==> src/rtl/gst_pkg.sv <==
// Package with constants and carrier types for the gated sixteen-bit timer.
package gst_pkg;

  // Counter, prescaler and gate geometry.
  localparam int unsigned COUNT_W      = 16;
  localparam int unsigned BYTE_W       = 8;
  localparam int unsigned PRESCALE_W   = 3;
  localparam int unsigned PS_SEL_W     = 2;
  localparam int unsigned GATE_SEL_W   = 2;
  localparam int unsigned GATE_SRC_N   = 4;

  // Reset values and the all-ones wrap value.
  localparam logic [15:0] COUNT_RESET  = 16'h0000;
  localparam logic [2:0]  PS_RESET     = 3'h0;
  localparam logic [15:0] COUNT_ALL_ONES = 16'hffff;

  // Clock source selection.
  typedef enum logic {
    GST_SRC_SYS,
    GST_SRC_EXT
  } gst_src_t;

  // Timer control settings.
  typedef struct packed {
    logic              timer_on;
    logic [1:0]        prescale_select;
    logic              secondary_osc_enable;
    logic              sync_disable;
    gst_src_t          clk_src;
  } gst_ctrl_t;

  // Gate control settings.
  typedef struct packed {
    logic              gate_enable;
    logic              gate_polarity;
    logic [1:0]        gate_select;
  } gst_gate_t;

  // Software write to the count pair.
  typedef struct packed {
    logic              wr_low;
    logic              wr_high;
    logic [7:0]        data;
  } gst_wr_t;

endpackage

==> src/rtl/gst_prescaler.sv <==
// Prescale divider that turns count-clock edges into counter ticks.
`timescale 1ns/1ps
module gst_prescaler (
  // Clock and reset.
  input  wire logic       clk,
  input  wire logic       rst_b,
  // Control.
  input  wire logic [1:0] prescale_select,
  input  wire logic       clear,
  input  wire logic       edge_in,
  // Tick out.
  output logic            tick
);

  logic [2:0] ps_ff;
  logic [2:0] nxt_ps;
  logic [2:0] ps_mask;

  // Mask of prescale bits that must all be set before a tick.
  always_comb begin
    ps_mask = 3'((4'h1 << prescale_select) - 4'h1);
  end

  // Tick when all masked bits are ones on an edge.
  always_comb begin
    tick   = edge_in && ((ps_ff & ps_mask) == ps_mask);
    nxt_ps = 3'(ps_ff + 3'h1);
  end

  // Hidden prescale count; it has no software access path.  // see RULE2
  always_ff @(posedge clk or negedge rst_b) begin
    if (!rst_b) begin
      ps_ff <= gst_pkg::PS_RESET;
    end else if (clear) begin
      ps_ff <= gst_pkg::PS_RESET; // see RULE3
    end else if (edge_in) begin
      ps_ff <= tick ? gst_pkg::PS_RESET : nxt_ps; // see RULE1
    end
  end

endmodule

==> src/rtl/gst_timer.sv <==
// Gated sixteen-bit timer with prescaler, gate and overflow flag.
`timescale 1ns/1ps
// Function
// RULE1: Prescaler divides by 1, 2, 4 or 8.
// RULE2: Prescale counter has no software access.
// RULE3: Count byte write clears the prescaler.
// RULE4: Oscillator enable starts oscillator, runs in Sleep.
// RULE5: Software waits 1024 cycles from FC00h preset.
// RULE6: Sync disable uses external clock unsynchronised.
// RULE7: Asynchronous external mode counts during Sleep.
// RULE8: Asynchronous overflow can wake the processor.
// RULE9: Mode switch may lose or add one increment.
// RULE10: Byte reads are valid while externally clocked.
// RULE11: Software handles overflow between byte reads.
// RULE12: Software stops counter before writing bytes.
// RULE13: Without gate mode the counter runs freely.
// RULE14: Gate enable and polarity bits configure gating.
// RULE15: Count when gate level equals polarity.
// RULE16: Inactive gate holds the count.
// RULE17: Gate source is selectable among several.
// RULE18: Wrap to zero sets sticky overflow flag.
// RULE19: Timer on bit starts and stops counting.
module gst_timer (
  // Clock and reset.
  input  wire logic                 clk,
  input  wire logic                 rst_b,
  // Control and gate settings.
  input  wire gst_pkg::gst_ctrl_t   ctrl,
  input  wire gst_pkg::gst_gate_t   gate_ctrl,
  // Software count access and flag clear.
  input  wire gst_pkg::gst_wr_t     wr,
  input  wire logic                 flag_clear,
  // Power state.
  input  wire logic                 sleep,
  // External clock, gate sources and crystal.
  input  wire logic                 count_clock,
  input  wire logic [3:0]           gate_input,
  input  wire logic                 crystal_in_pin,
  // Outputs.
  output logic                      crystal_out_pin,
  output logic                      osc_running,
  output logic [7:0]                count_low_byte,
  output logic [7:0]                count_high_byte,
  output logic                      overflow_flag,
  output logic                      wake
);

  // Count state, synchroniser, edge memories and output registers.
  logic [15:0] count_ff;
  logic [15:0] nxt_count;
  logic        ext_s1_ff;
  logic        ext_s2_ff;
  logic        ext_prev_ff;
  logic        ext_raw_prev_ff;
  logic        xtal_out_ff;
  logic        osc_on_ff;
  logic        flag_ff;
  logic        wake_ff;
  // Combinational decode terms.
  logic        ext_level;
  logic        ext_edge;
  logic        src_edge;
  logic        gate_level;
  logic        gate_open;
  logic        run;
  logic        tick;
  logic        ps_clear;
  logic        wrap_now;

  // A tick that leaves the all-ones count is the wrap event; the flag
  // and the wake request must agree on it, so both use this one test.
  function automatic logic wrap_event(input logic        t,
                                      input logic [15:0] c);
    return t && (c == gst_pkg::COUNT_ALL_ONES);
  endfunction

  // Only the unsynchronised external path keeps a clock in Sleep, so
  // only that mode may go on counting there.
  function automatic logic counts_asleep(input gst_pkg::gst_ctrl_t c);
    return c.sync_disable && (c.clk_src == gst_pkg::GST_SRC_EXT);
  endfunction

  // Two-stage synchroniser for the external count clock.
  // The first stage is read by nothing but the second.
  always_ff @(posedge clk or negedge rst_b) begin
    if (!rst_b) begin
      ext_s1_ff <= 1'b0;
      ext_s2_ff <= 1'b0;
    end else begin
      ext_s1_ff <= count_clock;
      ext_s2_ff <= ext_s1_ff;
    end
  end

  // Pick the synchronised or direct external level.
  always_comb begin
    ext_level = ctrl.sync_disable ? count_clock : ext_s2_ff; // see RULE6
  end

  // Edge memories of the two external paths; a mode switch may miss
  // or double one edge since the paths lag differently.
  always_ff @(posedge clk or negedge rst_b) begin
    if (!rst_b) begin
      ext_prev_ff     <= 1'b0;
      ext_raw_prev_ff <= 1'b0;
    end else begin
      ext_prev_ff     <= ext_s2_ff;
      ext_raw_prev_ff <= count_clock; // see RULE9
    end
  end

  // Rising edge of the chosen source.
  // Each path compares with its own previous sample.
  always_comb begin
    ext_edge = ctrl.sync_disable ? (ext_level && !ext_raw_prev_ff)
                                 : (ext_level && !ext_prev_ff);
    if (ctrl.clk_src == gst_pkg::GST_SRC_EXT) begin
      src_edge = ext_edge;
    end else begin
      src_edge = !sleep; // System clock stops in Sleep.
    end
  end

  // Gate source select, polarity match and run condition.
  always_comb begin
    gate_level = gate_input[gate_ctrl.gate_select]; // see RULE17
    // The gate is active when its level matches the polarity bit.
    gate_open  = (gate_level == gate_ctrl.gate_polarity); // see RULE15
    // Free running unless gated; holds while gate inactive.
    run = ctrl.timer_on && // see RULE19
          (!gate_ctrl.gate_enable || gate_open); // see RULE13 RULE14 RULE16
    // Sleep stops only synchronised counting.
    run = run && (!sleep || counts_asleep(ctrl)); // see RULE7
    ps_clear = wr.wr_low || wr.wr_high; // see RULE3
  end

  // Prescale divider; its count stays hidden inside the submodule.
  gst_prescaler u_prescaler (
    .clk             (clk),
    .rst_b           (rst_b),
    .prescale_select (ctrl.prescale_select),
    .clear           (ps_clear),
    .edge_in         (src_edge && run),
    .tick            (tick)
  );

  // Next count from software writes or a tick. A write wins over a tick
  // on the byte it names; the other byte may still take the increment,
  // which is why software should stop the timer before writing.
  always_comb begin
    nxt_count = count_ff;
    if (tick) begin
      nxt_count = 16'(count_ff + 16'h0001); // see RULE18
    end
    if (wr.wr_low) begin
      nxt_count[7:0] = wr.data;
    end
    if (wr.wr_high) begin
      nxt_count[15:8] = wr.data;
    end
  end

  // Counter register; outputs are whole-clock registers so reads
  // never see a half-updated value.
  always_ff @(posedge clk or negedge rst_b) begin
    if (!rst_b) begin
      count_ff <= gst_pkg::COUNT_RESET;
    end else begin
      count_ff <= nxt_count; // see RULE10
    end
  end

  // Wrap of the count in this cycle.
  always_comb begin
    wrap_now = wrap_event(tick, count_ff); // see RULE18
  end

  // Sticky overflow flag; a wrap in the clearing cycle wins.
  // Software clears it with a one-cycle pulse on flag_clear.
  always_ff @(posedge clk or negedge rst_b) begin
    if (!rst_b) begin
      flag_ff <= 1'b0;
    end else if (wrap_now) begin
      flag_ff <= 1'b1; // see RULE18
    end else if (flag_clear) begin
      flag_ff <= 1'b0;
    end
  end

  // Wake request while asleep and the flag is set; it is registered
  // so the output cannot glitch on the wrap edge.
  always_ff @(posedge clk or negedge rst_b) begin
    if (!rst_b) begin
      wake_ff <= 1'b0;
    end else begin
      wake_ff <= sleep && (flag_ff || wrap_now); // see RULE8
    end
  end

  // Crystal amplifier: inverts the input while enabled, Sleep or not.
  // The analog oscillator itself is modelled as a plain inverter.
  always_ff @(posedge clk or negedge rst_b) begin
    if (!rst_b) begin
      xtal_out_ff <= 1'b0;
      osc_on_ff   <= 1'b0;
    end else begin
      xtal_out_ff <= ctrl.secondary_osc_enable && !crystal_in_pin; // see RULE4
      osc_on_ff   <= ctrl.secondary_osc_enable; // see RULE4
    end
  end

  // Output drive from registers.
  // Either byte read sees a whole-clock value, never a torn one.
  always_comb begin
    count_low_byte  = count_ff[7:0];
    count_high_byte = count_ff[15:8];
    overflow_flag   = flag_ff;
    wake            = wake_ff;
    crystal_out_pin = xtal_out_ff;
    osc_running     = osc_on_ff;
  end

endmodule

==> config.mk <==
export PLATFORM = sky130hd
export DESIGN_NAME = gst_timer
export DESIGN_NICKNAME = d
export VERILOG_FILES = /design/src/rtl/gst_pkg.sv /design/src/rtl/gst_prescaler.sv /design/src/rtl/gst_timer.sv
export SDC_FILE = /design/constraint.sdc
export NUM_CORES = 1
export LEC_CHECK = 0
export BUFFER_PORTS_ARGS = -buffer_cell sky130_fd_sc_hd__buf_2
export CAP_MARGIN = 20
export CORE_MARGIN = 1.5
export CORE_UTILIZATION = 53
export CTS_BUF_LIST = sky130_fd_sc_hd__clkbuf_2
export CTS_CLUSTER_SIZE = 30
export DETAILED_ROUTE_END_ITERATION = 8
export PLACE_DENSITY_LB_ADDON = 0.3
export SLEW_MARGIN = 10
export SYNTH_ARGS = -nofsm -noshare
export SYNTH_HDL_FRONTEND = slang
export SYNTH_SLANG_ARGS = --single-unit
==> constraint.sdc <==
create_clock -name clk -period 2.5 [get_ports clk]
set_input_delay 0.125 -clock clk [delete_from_list [all_inputs] [get_ports clk]]
set_output_delay 0.125 -clock clk [all_outputs]
set_load 0.05 [all_outputs]
# Yosys cells after proc, flatten, opt, wreduce, memory -nomap -nowiden
# Index checks and enable logic that the tools add are counted.
[word_totals] register_bits=26 wordCells=55 output_inout_bits=20 in_bits=30
[op_classes] mux=13 n_lt_le_gt_ge=1 n_addsub=3 bitwise_logic=1 shift=1 n_eq_ne=3 n_reduce_logical=23
[ops] cell="16-bit by 1-bit adder with 16-bit output, second input constant" count=1
[ops] cell="16-bit == test, second input constant" count=1
[ops] cell="16-bit 2-to-1 mux" count=1
[ops] cell="8-bit 2-to-1 mux" count=2
[ops] cell="1-bit logical AND" count=10
[ops] cell="3-bit 2-to-1 mux" count=3
[ops] cell="2-bit nonzero test" count=4
[ops] cell="1-bit 2-to-1 mux" count=6
[ops] cell="1-bit zero test" count=5
[ops] cell="1-bit logical OR" count=4
[ops] cell="3-bit by 1-bit adder with 3-bit output, second input constant" count=1
[ops] cell="3-bit bitwise AND" count=1
[ops] cell="3-bit == test" count=1
[ops] cell="2-bit by 3-bit less-than comparator with 1-bit output, second input constant" count=1
[ops] cell="1-bit by 2-bit left shift with 3-bit output, first input constant" count=1
[ops] cell="3-bit by 1-bit subtractor with 3-bit output, second input constant" count=1
[ops] cell="1-bit binary-select mux with 2-bit select" count=1
[ops] cell="1-bit == test" count=1

# Longest topological paths before layout
[depth] word_depth=11 depth_mapped=7 depth_no_buf=6

# Modules after synthesis
# Synthesis repeated with hierarchy kept, for this count alone.
[unflattened] hier_cells=136 hier_area_um2=1358.8
[by_module_without_submodules] module="gst_timer" n_inst=1 area_per_inst_um2=1173.6 cells_each=116 seq_area_each_um2=575.6
[by_module_without_submodules] module="gst_prescaler" n_inst=1 area_per_inst_um2=185.2 cells_each=20 seq_area_each_um2=75.1

# Worst setup path after synthesis
# No wires, ideal clock.
[synth_path] path_kind="register -> register" start="register count_ff[7]" end="register count_ff[15]" path_buffers=0 t_required_ns=2.434 setup_ns=0.066 t_arrival_ns=2.032 setup_slack_ns=0.402 path_stages_with_launch=6 period_less_slack_ns=2.098 path_cell_list="dfrtp_1 -> and4_1 -> nand3_2 -> or4_1 -> o41ai_1 -> a31o_1"
[synth_between] elab_chain_len=3
[synth_rtl] element="from (decl)" line="gst_timer.sv:49" rtl="logic [15:0] count_ff;"
[synth_rtl] element="from (signal assigned)" line="gst_timer.sv:167" rtl="count_ff <= gst_pkg::COUNT_RESET;"
[synth_rtl] element="from (signal assigned)" line="gst_timer.sv:169" rtl="count_ff <= nxt_count;"
[synth_rtl] element="16-bit by 1-bit adder with 16-bit output" line="gst_timer.sv:153" rtl="nxt_count = 16'(count_ff + 16'h0001);"
[synth_rtl] element="16-bit 2-to-1 mux" line="gst_timer.sv:152" rtl="if (tick) begin"
[synth_rtl] element="8-bit 2-to-1 mux" line="gst_timer.sv:158" rtl="if (wr.wr_high) begin"
# Every way passes these cells. The select of a mux whose other input is x is not followed.
# A chain may end at the register's enable or synchronous reset.

# Final worst setup path
[layout_path] start="input port sleep" end="register count_ff[3]"
[layout_between] elab_chain_len=6 elab_cells_between_ends=7 classes_between="1 x mux; 6 x reduce/logical"
[layout_rtl] element="from (decl)" line="gst_timer.sv:34" rtl="input wire logic sleep,"
[layout_rtl] element="1-bit zero test *" line="gst_timer.sv:120, gst_timer.sv:133"
[layout_rtl] element="1-bit logical OR" line="gst_timer.sv:133" rtl="run = run && (!sleep || counts_asleep(ctrl));"
[layout_rtl] element="1-bit logical AND" line="gst_timer.sv:133"
[layout_rtl] element="1-bit logical AND *" line="gst_timer.sv:143" rtl=".edge_in (src_edge && run),"
[layout_rtl] element="1-bit logical AND *" line="gst_prescaler.sv:26" rtl="tick = edge_in && ((ps_ff & ps_mask) == ps_mask);"
[layout_rtl] element="2-bit nonzero test (no line) *"
# Mark *: on every way between the ends. The rest lies on a longest branch, timed or not.

==> flow_summary.ini <==
[worst_setup_path]
cp-start-kind = primary input
end_kind = flip-flop
arrival_ps = 2500
path_max_fanout = 22
crit_type = primary input to flip-flop
critPathRequiredTime_ps = 2790

[die]
dieArea_um2 = 3440
start_util_pct = 54.7
io_pins = 50
rows = 20
die_h_um = 58.7
core-area_um2 = 3000
dieWidth_um = 58.7

[power_and_ir_drop]
power_density_nw_per_um2 = 509
ir_worst_vdd_mv = 0.289
power.leakage_nw = 0.842
power_mw = 1.01

[grt]
grt_first_pass_wirelength_mm = 6.47
grt_max_degree = 27
antenna_found_initial = 0
grt.total_usage_pct = 24.2
overflow = 0
grt_pass1_vias = 1420

[yosys]
syn_area_um2 = 1640
ys_ff_latch = 26
seq_area_frac_synth_pct = 39.6
ys_warn_count = 0
yosysMostFrequentCell = dfrtp_1
synthCells = 185
synthTopCellsByArea = dfrtp_1 (40%), nand4_1 (5.0%), nand3_1 (3.4%)
synth_area_per_cell_um2 = 8.88
synthesis.nets = 217
netlist.area_leader.share_pct = 39.6
ys_async_sr_fraction_pct = 100
synth-main-ff-cell = dfrtp_1
synth.distinct_cells = 48
synthTopCellsByCount = dfrtp_1 (26), nand2_1 (14), nand4_1 (13), nor2_1 (12), nand3_1 (11)
yosys.area.top_type = dfrtp_1
synth-edff-count = 0

[detailed_routing]
drc = 0
wl_per_cell_um = 15.0
via_count = 1692
dr.first_iter.drc_count = 140
wirelength_mm = 4.05
firstDrtPassIters = 4
ant_nets = 0
routed_via_density = 6.27

[clocking]
clkLatencyLatePin_ps = 340
numCtsBuffers = 3
cts_tree = yes
clock-sinks = 26
root_buffer = clkbuf_2
clock_path_buffers = 2
postCtsSetupBuffers = 0
htreeDepth = 1
clk_pin_slew_ps = 240

[cells_and_area]
nets = 270
final_core_utilization_pct = 65.9
n_antenna_cell = 0
drive_above_1_share_pct = 25.3
stdcell_area_um2 = 1980
syn2layout_area_growth_pct = 20.4
stdcell_count = 270
multi_input_area_um2 = 913
final-seq-area_um2 = 651
fillers = 267

[sta]
finalCriticalPeriod_ps = 2220
period_share_pct = 88.6
skew_ps = 6.26
hold_viol = 0
setup_viol = 0
grt_setup_unrepaired = false
tightest_slew_ps = 884
timing.fmax_ghz = 0.451
max_slew_margin_pct = 40.8
fin_tns_setup_ps = 0
drv_slew = 0

[flow_run]
cap_violations = 0

[placement]
io_buffers = 49
placed_cell_area_um2 = 1900
place.gp.congestion = 0.886
hpwl_mm = 2.86
post-place-cells = 260

[status]
status = finished clean

[worst_hold_path]
hp-class = primary input to flip-flop
## metal layers
layer / global-route usage, % / up-vias / wire length [um]
met5: 0 / - / 0
met4: 4.87 / 0 / 39
met3: 2.86 / 4 / 239
met2: 39.0 / 71 / 1860
met1: 35.7 / 786 / 1900
li1: - / 831 / -
## worst max-delay path, stage by stage
cell           delay, ps
dlygate4sd3_1        530
buf_2                140
nor4b_2              310
o31ai_1              120
a221o_1              550
or4_1                560
a31oi_1              170
## state kept, by name (all words and copies together) (netlist names)
| signal | cells |
|---|---|
| count_ff | 16 |
| u_prescaler.ps_ff | 3 |
| ext_prev_ff | 1 |
| overflow_flag | 1 |
| wake | 1 |
| ext_s2_ff | 1 |
| ext_raw_prev_ff | 1 |
| osc_running | 1 |
| crystal_out_pin | 1 |
## path summary, 6_finish.rpt
kind / startpoint / to / slack (ps) / cells after the start
max: sleep / count_ff[3] / 280 / 7
min: wr[6] / count_ff[14] / 7 / 3
max reg2reg: ext_prev_ff / count_ff[3] / 370 / 5
min reg2reg: ext_s2_ff / ext_prev_ff / 410 / 0
max in group asynchronous: rst_b / ext_raw_prev_ff / 1850 / 2
min in group asynchronous: rst_b / count_ff[10] / 280 / 2
## logic make-up after synthesis
logic type | Yosys count | synth area share, %
AO/OA/AOI/OAI | 50 | 22.0
XOR/XNOR | 2 | 1.07
adder cells (fa/ha/maj) | 2 | 1.52
buffers and inverters | 17 | 4.80
flip-flops | 26 | 39.6
multiplexers | 2 | 1.22
AND/OR/NAND/NOR | 86 | 29.8
## placed cells by master, fill, tap and decap left out, types with 4 or more instances in the layout
cell type / synthesis / final
a21oi_1: 5 / 5
dlygate4sd3_1: 0 / 6
o21ai_0: 6 / 6
nand4_1: 13 / 13
nor2_1: 12 / 12
o31ai_1: 6 / 6
nor3_1: 5 / 5
nand3_1: 11 / 11
nand2_1: 14 / 14
buf_2: 2 / 49
nor4_1: 6 / 6
and4_1: 4 / 4
a31oi_1: 8 / 8
dfrtp_1: 26 / 26
inv_1: 7 / 7
or4_1: 4 / 4
nor2b_1: 4 / 4
## cell type report
type / instances / share of cell area [%]
timing repair buffer: 58 / 16.6
multi-input combinational: 142 / 46.2
clock buffer: 3 / 0.759
inverter: 7 / 1.33
clock inverter: 1 / 0.190
tap: 33 / 2.09
sequential: 26 / 32.9
## power breakdown
part / leakage (nW) / switching, mW / total (mW) / internal (mW)
registers: 0.306 / 0.0432 / 0.497 / 0.454
clock network: 0.0140 / 0.124 / 0.159 / 0.0348
logic: 0.522 / 0.243 / 0.352 / 0.109
total: 0.842 / 0.410 / 1.01 / 0.597
## through the flow
| stage | setup WS, ps | hold WS [ps] |
|---|---|---|
| CTS | 297 | 1.83 |
| detailed placement | 423 | 157 |
| global placement | 474 | 163 |
| finish | 284 | 7.40 |
| floorplan | 402 | -171 |
| global route | 143 | 9.06 |
## timing repair
action	in CTS	in global routing
setup endpoints to repair	0	0
gates resized for setup	0	0
hold buffers	6	0
endpoints found under the hold margin	31	0
No activity file was read; power rests on OpenSTA's default activity.
